File: src/hw/chdiv_pkg.sv
// constants for the two differential channel dividers
// assumes 8-bit registers reached over a 32-bit classic wishbone slave
package chdiv_pkg;
  localparam int ADDR_W = 12;
  localparam logic [7:0] FIRST_COUNTS_IDX = 8'h90;
  localparam logic [11:0] FIRST_CYCLE_COUNTS = 12'h190;
  localparam logic [11:0] FIRST_CONTROL = 12'h191;
  localparam logic [11:0] FIRST_ROUTE_DUTY = 12'h192;
  localparam logic [11:0] SECOND_CYCLE_COUNTS = 12'h196;
  localparam logic [11:0] SECOND_CONTROL = 12'h197;
  localparam logic [11:0] SECOND_ROUTE_DUTY = 12'h198;
  localparam logic [11:0] REG_BASE = 12'h000;
  // control and route-duty register fields and reset values
  localparam int BYPASS_BIT = 7;
  localparam int NOSYNC_BIT = 6;
  localparam int FORCE_BIT = 5;
  localparam int START_BIT = 4;
  localparam int ROUTE_BIT = 1;
  localparam int DCC_OFF_BIT = 0;
  localparam logic [7:0] COUNTS_RESET = 8'h00;
  localparam logic [7:0] FIRST_CONTROL_RESET = 8'h80;
  localparam logic [7:0] SECOND_CONTROL_RESET = 8'h00;
  localparam logic [7:0] ROUTE_DUTY_RESET = 8'h00;
  localparam logic [7:0] ROUTE_DUTY_MASK = 8'h03;
  // distribution source select codes
  localparam logic [1:0] SRC_EXT_CLK = 2'h0;
  localparam logic [1:0] SRC_DIVIDED = 2'h1;
  localparam logic [1:0] SRC_VCO = 2'h2;
endpackage

File: src/hw/channel_dividers.sv
// two differential channel dividers with wishbone register slave
// assumes the high-speed inputs are sampled as enables of SYS_CLK
// Functional notes
// - output stays low for low-count plus one input cycles.
// - output stays high for high-count plus one input cycles.
// - bypass stops the counters and passes the input clock through.
// - first divider's bypass bit resets to one.
// - second divider's bypass bit resets to zero.
// - a clear ignore-sync bit obeys the sync request, a set bit ignores it.
// - force level acts only with ignore-sync set, one high, zero low.
// - the waveform begins at the level chosen by the start-level bit.
// - each divider has a four-bit phase offset resetting to zero.
// - direct-route bit zero feeds both pair outputs from the divider.
// - direct route with source select 10b sends the VCO clock to the pair.
// - direct route with source select 00b sends the external clock to the pair.
// - source select 01b ignores the direct-route bit.
// - second pair's direct route decodes the same source select.
// - duty correction is on while its disable bit is zero.
`timescale 1ns/100ps
`default_nettype none
module channel_dividers
  import chdiv_pkg::*;
(
  input wire logic SYS_CLK,
  input wire logic RSTN,
  input wire logic WB_CYC_I,
  input wire logic WB_STB_I,
  input wire logic WB_WE_I,
  input wire logic [chdiv_pkg::ADDR_W-1:0] WB_ADR_I,
  input wire logic [31:0] WB_DAT_I,
  input wire logic [3:0] WB_SEL_I,
  output logic [31:0] WB_DAT_O,
  output logic WB_ACK_O,
  input wire logic SYNC_REQ,
  input wire logic [1:0] DIST_SOURCE_SELECT,
  input wire logic VCO_CLK,
  input wire logic EXT_CLK,
  output logic PAIR_A_OUTPUT_FIRST,
  output logic PAIR_A_OUTPUT_SECOND,
  output logic PAIR_B_OUTPUT_FIRST,
  output logic PAIR_B_OUTPUT_SECOND,
  output logic [1:0] DUTY_CORRECTION_ON
);
  import chdiv_pkg::*;

  logic [7:0] counts [2];
  logic [7:0] control [2];
  logic [7:0] route_duty [2];
  logic [3:0] count [2];
  logic [3:0] phase_wait [2];
  logic [1:0] level;
  logic [1:0] waiting;
  logic [1:0] div_in;
  logic [1:0] div_in_q;
  logic [1:0] div_out;
  logic [1:0] route_out;
  logic [1:0] pair_src;
  logic req;
  logic wr_lane0;
  logic [11:0] word_addr;
  logic [7:0] rd_byte;

  // register index from byte offset, -1 when unmapped
  function automatic int reg_index(input logic [11:0] a, output logic [1:0] kind);
    reg_index = -1;
    kind = 2'h3;
    case (a)
      FIRST_CYCLE_COUNTS:
      begin
        reg_index = 0;
        kind = 2'h0;
      end
      FIRST_CONTROL:
      begin
        reg_index = 0;
        kind = 2'h1;
      end
      FIRST_ROUTE_DUTY:
      begin
        reg_index = 0;
        kind = 2'h2;
      end
      SECOND_CYCLE_COUNTS:
      begin
        reg_index = 1;
        kind = 2'h0;
      end
      SECOND_CONTROL:
      begin
        reg_index = 1;
        kind = 2'h1;
      end
      SECOND_ROUTE_DUTY:
      begin
        reg_index = 1;
        kind = 2'h2;
      end
      default: reg_index = -1;
    endcase
  endfunction

  // source choice for one pair from its direct-route bit
  function automatic logic pick_route(input logic direct, input logic divided);
    pick_route = divided;
    if (direct)
    begin
      case (DIST_SOURCE_SELECT)
        SRC_VCO: pick_route = VCO_CLK;
        SRC_EXT_CLK: pick_route = EXT_CLK;
        default: pick_route = divided;
      endcase
    end
  endfunction

  assign req = WB_CYC_I && WB_STB_I && !WB_ACK_O;
  // registers sit at their own byte addresses
  assign word_addr = WB_ADR_I;
  assign wr_lane0 = req && WB_WE_I && WB_SEL_I[0];

  // wishbone ack one cycle after request
  always_ff @(posedge SYS_CLK)
  begin
    if (!RSTN)
      WB_ACK_O <= 1'b0;
    else
      WB_ACK_O <= req;
  end

  // register writes, byte lane 0 only
  always_ff @(posedge SYS_CLK)
  begin
    int idx;
    logic [1:0] kind;
    if (!RSTN)
    begin
      counts[0] <= COUNTS_RESET;
      counts[1] <= COUNTS_RESET;
      control[0] <= FIRST_CONTROL_RESET;
      control[1] <= SECOND_CONTROL_RESET;
      route_duty[0] <= ROUTE_DUTY_RESET;
      route_duty[1] <= ROUTE_DUTY_RESET;
    end
    else if (wr_lane0)
    begin
      idx = reg_index(word_addr, kind);
      if (idx >= 0)
      begin
        case (kind)
          2'h0: counts[idx[0]] <= WB_DAT_I[7:0];
          2'h1: control[idx[0]] <= WB_DAT_I[7:0];
          2'h2: route_duty[idx[0]] <= WB_DAT_I[7:0] & ROUTE_DUTY_MASK;
          default: ;
        endcase
      end
    end
  end

  // read data, unmapped reads zero
  always_ff @(posedge SYS_CLK)
  begin
    int idx;
    logic [1:0] kind;
    if (!RSTN)
      WB_DAT_O <= 32'h0000_0000;
    else if (req)
    begin
      idx = reg_index(word_addr, kind);
      WB_DAT_O <= 32'h0000_0000;
      if (idx >= 0)
      begin
        case (kind)
          2'h0: WB_DAT_O <= {24'h00_0000, counts[idx[0]]};
          2'h1: WB_DAT_O <= {24'h00_0000, control[idx[0]]};
          2'h2: WB_DAT_O <= {24'h00_0000, route_duty[idx[0]]};
          default: WB_DAT_O <= 32'h0000_0000;
        endcase
      end
    end
  end

  // each divider input is the chosen high-speed clock
  assign div_in[0] = (DIST_SOURCE_SELECT == SRC_EXT_CLK) ? EXT_CLK : VCO_CLK;
  assign div_in[1] = div_in[0];

  always_ff @(posedge SYS_CLK)
  begin
    if (!RSTN)
      div_in_q <= 2'h0;
    else
      div_in_q <= div_in;
  end

  // divider counters, one per channel
  for (genvar i = 0; i < 2; i++)
  begin : g_div
    logic tick;
    logic sync_hit;
    assign tick = div_in[i] && !div_in_q[i];
    // sync obeyed only with ignore bit clear
    assign sync_hit = SYNC_REQ && !control[i][NOSYNC_BIT];

    always_ff @(posedge SYS_CLK)
    begin
      if (!RSTN)
      begin
        level[i] <= 1'b0;
        count[i] <= 4'h0;
        phase_wait[i] <= 4'h0;
        waiting[i] <= 1'b1;
      end
      else if (control[i][BYPASS_BIT])
      begin
        count[i] <= 4'h0;
        waiting[i] <= 1'b1;
        phase_wait[i] <= control[i][3:0];
        level[i] <= control[i][START_BIT];
      end
      else if (sync_hit)
      begin
        level[i] <= control[i][START_BIT];
        count[i] <= 4'h0;
        phase_wait[i] <= control[i][3:0];
        waiting[i] <= 1'b1;
      end
      else if (tick)
      begin
        if (waiting[i])
        begin
          if (phase_wait[i] == 4'h0)
          begin
            waiting[i] <= 1'b0;
            level[i] <= control[i][START_BIT];
          end
          else
            phase_wait[i] <= phase_wait[i] - 4'h1;
        end
        // low then high counts plus one
        else if (count[i] == (level[i] ? counts[i][3:0] : counts[i][7:4]))
        begin
          count[i] <= 4'h0;
          level[i] <= !level[i];
        end
        else
          count[i] <= count[i] + 4'h1;
      end
    end

    always_comb
    begin
      if (control[i][NOSYNC_BIT] && !control[i][BYPASS_BIT] && waiting[i])
        div_out[i] = control[i][FORCE_BIT];
      else if (control[i][BYPASS_BIT])
        div_out[i] = div_in[i];
      else if (waiting[i])
        div_out[i] = control[i][START_BIT];
      else
        div_out[i] = level[i];
    end

    assign pair_src[i] = pick_route(route_duty[i][ROUTE_BIT], div_out[i]);
  end

  // outputs registered
  always_ff @(posedge SYS_CLK)
  begin
    if (!RSTN)
      route_out <= 2'h0;
    else
      route_out <= pair_src;
  end

  assign PAIR_A_OUTPUT_FIRST = route_out[0];
  assign PAIR_A_OUTPUT_SECOND = route_out[0];
  assign PAIR_B_OUTPUT_FIRST = route_out[1];
  assign PAIR_B_OUTPUT_SECOND = route_out[1];

  // correction on while disable bit zero
  always_ff @(posedge SYS_CLK)
  begin
    if (!RSTN)
      DUTY_CORRECTION_ON <= 2'h3;
    else
      DUTY_CORRECTION_ON <= {!route_duty[1][DCC_OFF_BIT], !route_duty[0][DCC_OFF_BIT]};
  end
endmodule // channel_dividers
`default_nettype wire

File: config.mk
export PLATFORM = sky130hd
export DESIGN_NAME = channel_dividers
export DESIGN_NICKNAME = d
export VERILOG_FILES = /design/src/hw/chdiv_pkg.sv /design/src/hw/channel_dividers.sv
export SDC_FILE = /design/constraint.sdc
export NUM_CORES = 1
export LEC_CHECK = 0
export BUFFER_PORTS_ARGS = -buffer_cell sky130_fd_sc_hd__buf_2
export CORE_ASPECT_RATIO = 1.2
export CORE_UTILIZATION = 54
export CTS_CLUSTER_DIAMETER = 150
export DETAILED_ROUTE_END_ITERATION = 7
export GPL_ROUTABILITY_DRIVEN = 0
export GPL_TIMING_DRIVEN = 0
export PLACE_DENSITY = 0.81
export REMOVE_ABC_BUFFERS = 1
export SLEW_MARGIN = 15
export SYNTH_ARGS = -nofsm -noshare
export SYNTH_HDL_FRONTEND = slang
export SYNTH_SLANG_ARGS = --single-unit
File: constraint.sdc
create_clock -name SYS_CLK -period 2.4 [get_ports SYS_CLK]
set_input_delay 0.48 -clock SYS_CLK [delete_from_list [all_inputs] [get_ports SYS_CLK]]
set_output_delay 0.48 -clock SYS_CLK [all_outputs]
set_load 0.01 [all_outputs]
# Yosys cells after proc, flatten, opt, wreduce, memory -nomap -nowiden
# Memories as Yosys holds them, arrays and structs flattened.
# Cells that the tools add are included.
# word_totals
ff_bits	42
latchBits	0
mem_bits_rw	52
mem_bits_ro	0
n_memories	5
# classes
addsub	4
mul	0
div_mod_pow	0
magnitude_cmp	2
eq_ne	15
shifts	0
muxes	132
bitwise	15
reduce_logical	44
# mem_list
memory	depth	width	read_ports	rd_ports_with_merged_regs	wr	line	text
control	2	8	3	0	2	channel_dividers.sv:47	logic [7:0] control [2];
counts	2	8	3	0	2	channel_dividers.sv:46	logic [7:0] counts [2];
count	2	4	2	0	2	channel_dividers.sv:49	logic [3:0] count [2];
phase_wait	2	4	2	0	2	channel_dividers.sv:50	logic [3:0] phase_wait [2];
route_duty	2	2	3	0	2	channel_dividers.sv:48	logic [7:0] route_duty [2];
# op_table
cell	count
$mux W32	4
$mux W1	99
$eq A12 B9 Y1 const B	6
$ge A32 B1 Y1 const B	2
$mux W4	16
$pmux W32 S2	1
$mux W8	3
$pmux W8 S3	1
$reduce_or A8 Y1	2
$or A1 B1 Y1	14
$logic_and A1 B1 Y1	12
$reduce_or A3 Y1	4
$logic_not A1 Y1	11
$mux W2	5
$add A4 B1 Y4 const B	2
$eq A4 B4 Y1	2
$logic_not A4 Y1	2
$ne A4 B1 Y1 const B	2
$reduce_bool A4 Y1	2
$reduce_or A2 Y1	4
$sub A4 B1 Y4 const B	2
$eq A2 B2 Y1 const B	3
$logic_not A2 Y1	3
$pmux W2 S3	1
other kinds (5)	9

# Longest topological paths before layout
# depth
depth_word	14
depth_mapped	7
depth_no_buf	7

# Least setup slack after synthesis
# Ideal clock, no wire load.
# synth_timing
path_type	input -> register
from	input port WB_ADR_I[2] (netlist name)
to	memory control[0][0], enable pin
t_arrival_ns	1.713
required_time_ns	2.066
slack_ns	0.353
path_stages	6
path_buffers	1
path_cell_list	buf_2 xnor2_1 nand3b_1 nor3_4 and2_1 nand2b_1
# synth_lines
element	line	text
from (decl)	channel_dividers.sv:29	input wire logic [chdiv_pkg::ADDR_W-1:0] WB_ADR_I,
to (decl)	channel_dividers.sv:47	

==> impl_summary.md <==
STA
For the pin with the worst max-slew slack, the measured transition is 0.8243 ns. Hold is met by 0.4432 ns. The fraction of the cycle the final worst path needs is 93.08%. The number of hold-slack violations in the final timing report is 0.

The worst setup skew after layout is 0.007875 ns. The minimum period implied by the final worst setup slack is 2.234 ns. The count of pins over their slew limit was 0. Setup repair after global routing left no endpoint under its margin. For this run, the top clock speed supported by timing is 447.6 MHz. The count of endpoints failing setup in the final report is 0.

The worst-case headroom to the max-slew limit is 44.18%.

Cells and area
Relative to the synthesized area, the layout overhead comes to 6.955%. Cells fill 60.75% of the core in the end. The fraction of final layout cells with drive strength greater than 1 is 18.97%. The number of antenna diodes in the final layout is 0.

The non-filler instance count after layout is 493. The final layout contains 463 nets.

Routing
After the first detailed-routing iteration, the DRC count stood at 234. The detail-routed net length per standard cell is 17.12 um. In the routed design, unresolved DRC markers number 0. The total detailed-routing wirelength is 8.438 mm. The number of routed nets with antenna violations is 0. The number of vias in the routed layout is 2887. The detailed-router iteration count before antenna repair is 5.

After detailed routing, the number of vias per cell comes to 5.856.

Hold path
The kind of path behind the tightest hold check is register to register. Along the worst hold path, the cell count comes to 1.

Synth
The average instance in the mapped netlist occupies 10.85 sq um. The area of the mapped netlist is 3940 sq um. Yosys attributes the largest share of cell area to edfxtp_1 (40%), dfxtp_1 (9.1%), and3_1 (5.7%), buf_4 (5.1%), mux2i_1 (3.8%). Ranked by instance count, the synthesized netlist is headed by edfxtp_1 (52), and3_1 (36), buf_4 (27), nor2_1 (25), nand2_1 (21). After synthesis, the largest area contributor takes up 39.63% of total cell area. Of all cell types, the one taking the most synthesized area is edfxtp_1.

The number of synthesis warnings is 0. Yosys mapped a number of flops with a built-in enable equal to 52. Yosys instantiated no cell more often than edfxtp_1. After synthesis, flip-flops and latches occupy 48.78% of the total area. In the synthesized netlist the dominant register cell turns out to be edfxtp_1. The cell count after synthesis is 363. The synthesis-stage register bit count is 70.

The number of unique standard cell types used by synthesis is 53. The share of flip-flops with an asynchronous set or reset after synthesis is 0%.

GRT
Global routing used 38.96% of the available met2 tracks. The met1 track utilization from global routing is 27.84%. For this run, global-route usage on met3 was measured as 4.306%. The number of antenna violations at the first check in global routing is 0.

The via count of the first global-routing pass is 2664. Entering global routing, the biggest net connects 29 pins. The first global-routing pass estimated 13.02 mm of wire.

For this run the aggregate overflow at the end of global routing stands at 0. The overall global routing resource usage is 23.40%. The peak-usage layer in the global routing report is met2.

Clock tree
The clock tree from TritonCTS is done. No sink is reached through more buffers than the 2 on the longest clock path. The tree built by TritonCTS fans out to 70 sinks. Buffers inserted to repair hold after CTS numbered 0. The cell sitting at the root of the clock tree is a clkbuf_8. The number of buffers added by the clock tree synthesis step is 9. CTS built an H-tree with a depth of 3. After clock tree synthesis, the clock-pin slew on the worst setup and hold paths is 0.07 ns.

Clock latency on the worst-skew pair, taken at its later pin, is 0.35 ns.

Setup path
The worst register-to-register path has a setup slack of 0.23 ns. The number of buffers and inverters on the critical path is 1. The worst register-to-register path begins at level[1]. The endpoint of the lowest-slack register-to-register path is count[1][2]. STA classifies the critical path endpoint as a register. The most numerous cell type found on the critical path is nand2_1.

Of all nets on the critical path, the largest fanout is 28. The worst reg2reg path depth is 5. The required time of the critical path is 2.41 ns.

The critical path crosses 6 cells after its start point. The critical path data arrival time is 2.24 ns. The largest incremental delay on the critical path is 0.42 ns.

The worst setup path endpoint is counts[1][6]. The launching instance or port of the critical path is RSTN. For this design, the slowest cell found on the critical path is nor3_4. The class of the most critical setup path is primary input to register. Grouping stages by cell kind, the critical path spends the most delay in simple AND/OR/NAND/NOR gates. Traced cell by cell, the critical path runs through buf_2 > and4b_4 > nand3_4 > nor3_4 > nand2_1 > nand2_1. The worst setup path is launched from a primary input.

Die
The die footprint is 7643 sq um. The core area is 6937 sq um. The floorplan step set the die height to 95.57 um.

The x dimension of the die is 79.98 um. For this design the top-level I/O count stands at 97. The initial standard-cell utilization of the core is 56.80%.

The number of rows in the core area is 33.

Power
The analysis attributes to cell leakage a power of 1.768 nW. In this run the power density over the cells is 586.1 nW/um^2. IR analysis of the VDD net gives a maximum drop of 0.0003263 V.

Place
The wire-length estimate of the detail-placed layout is 6.109 mm. The number of buffers inserted by port buffering is 45. The number of cells in the design after placement is 475.

Job
The number of maximum-capacitance violations is 0.

Run status
The run finished with clean final reports.
-- how the worst min path moves through the flow --
stage / to / startpoint / slack, ns
floorplan: DUTY_CORRECTION_ON[1] / route_duty[1][0] / 0.41
global placement: DUTY_CORRECTION_ON[0] / route_duty[0][0] / 0.43
detailed placement: DUTY_CORRECTION_ON[1] / route_duty[1][0] / 0.44
CTS: control[0][7] / WB_DAT_I[7] / 0.43
global route: control[0][7] / WB_DAT_I[7] / 0.45
finish: DUTY_CORRECTION_ON[1] / route_duty[1][0] / 0.44
-- per-stage QoR --
step	power (mW)	setup slack [ns]	area [sq um]	TNS, ns
after floorplan	1.581	0.3132	3702	0
after global placement	1.679	-0.3423	4036	-9.564
after detailed placement	1.689	-0.4152	4036	-12.46
after CTS	2.479	0.09426	4212	0
after global routing	2.563	0.03182	4214	0
final	2.470	0.1661	4214	0
-- power breakdown --
part	switching [mW]	internal (mW)	total, mW
clock network	0.433	0.367	0.800
logic	0.173	0.108	0.281
registers	0.0446	1.34	1.39
-- layer usage --
| layer | wire, um | vias to the layer above |
|---|---|---|
| met4 | 251 | 0 |
| met1 | 3442 | 1391 |
| met3 | 467 | 20 |
| li1 | - | 1367 |
| met5 | 0 | - |
| met2 | 4276 | 109 |
-- placed cells by master (no fill, tap or decap), drive strengths merged, types with 3 or more instances in the layout --
| cell | count |
|---|---|
| o21ai | 11 |
| nand2b | 7 |
| a22o | 6 |
| inv | 12 |
| nor2 | 25 |
| clkbuf | 11 |
| dfxtp | 18 |
| nor2b | 5 |
| buf | 47 |
| clkinv | 5 |
| o22ai | 12 |
| nor3 | 6 |
| conb | 24 |
| a211oi | 6 |
| edfxtp | 52 |
| nand3 | 7 |
| a22oi | 14 |
| a21oi | 5 |
| nand2 | 21 |
| nand4 | 5 |
| ha | 4 |
| xnor2 | 7 |
| xor2 | 10 |
| nand3b | 3 |
| and3 | 36 |
| o21a | 4 |
| o211ai | 4 |
| mux2i | 15 |
-- state kept, by name (all words and copies together), names as in the netlist, 4 cells and up --
| name | count |
|---|---|
| count | 8 |
| WB_DAT_O | 8 |
| route_duty | 4 |
| control | 16 |
| counts | 16 |
| phase_wait | 8 |
-- logic make-up after synthesis --
kind of cell             Yosys count  share of synthesized area, %
AND/OR/NAND/NOR                  129                         19.56
adder cells (fa/ha/maj)            4                         1.270
AO/OA/AOI/OAI                     71                         13.05
multiplexers                      16                         4.096
XOR/XNOR                          17                         3.779
buffers and inverters             55                         9.367
flip-flops                        70                         48.78
other                              1                       0.09518
-- layout make-up --
class | count | area (sq um)
clock buffer | 11 | 131.4
clock inverter | 5 | 26.28
fill | 600 | 2723
inverter | 12 | 45.04
multi-input combinational | 261 | 1739
sequential | 70 | 1923
tap | 87 | 108.9
timing repair buffer | 47 | 240.2
-- what timing repair did --
item	CTS	global route
endpoints found under the setup margin	24	28
gates resized for setup	1	2
pin swaps	1	1
setup buffers	2	0
(Power assumes the default switching activity.)
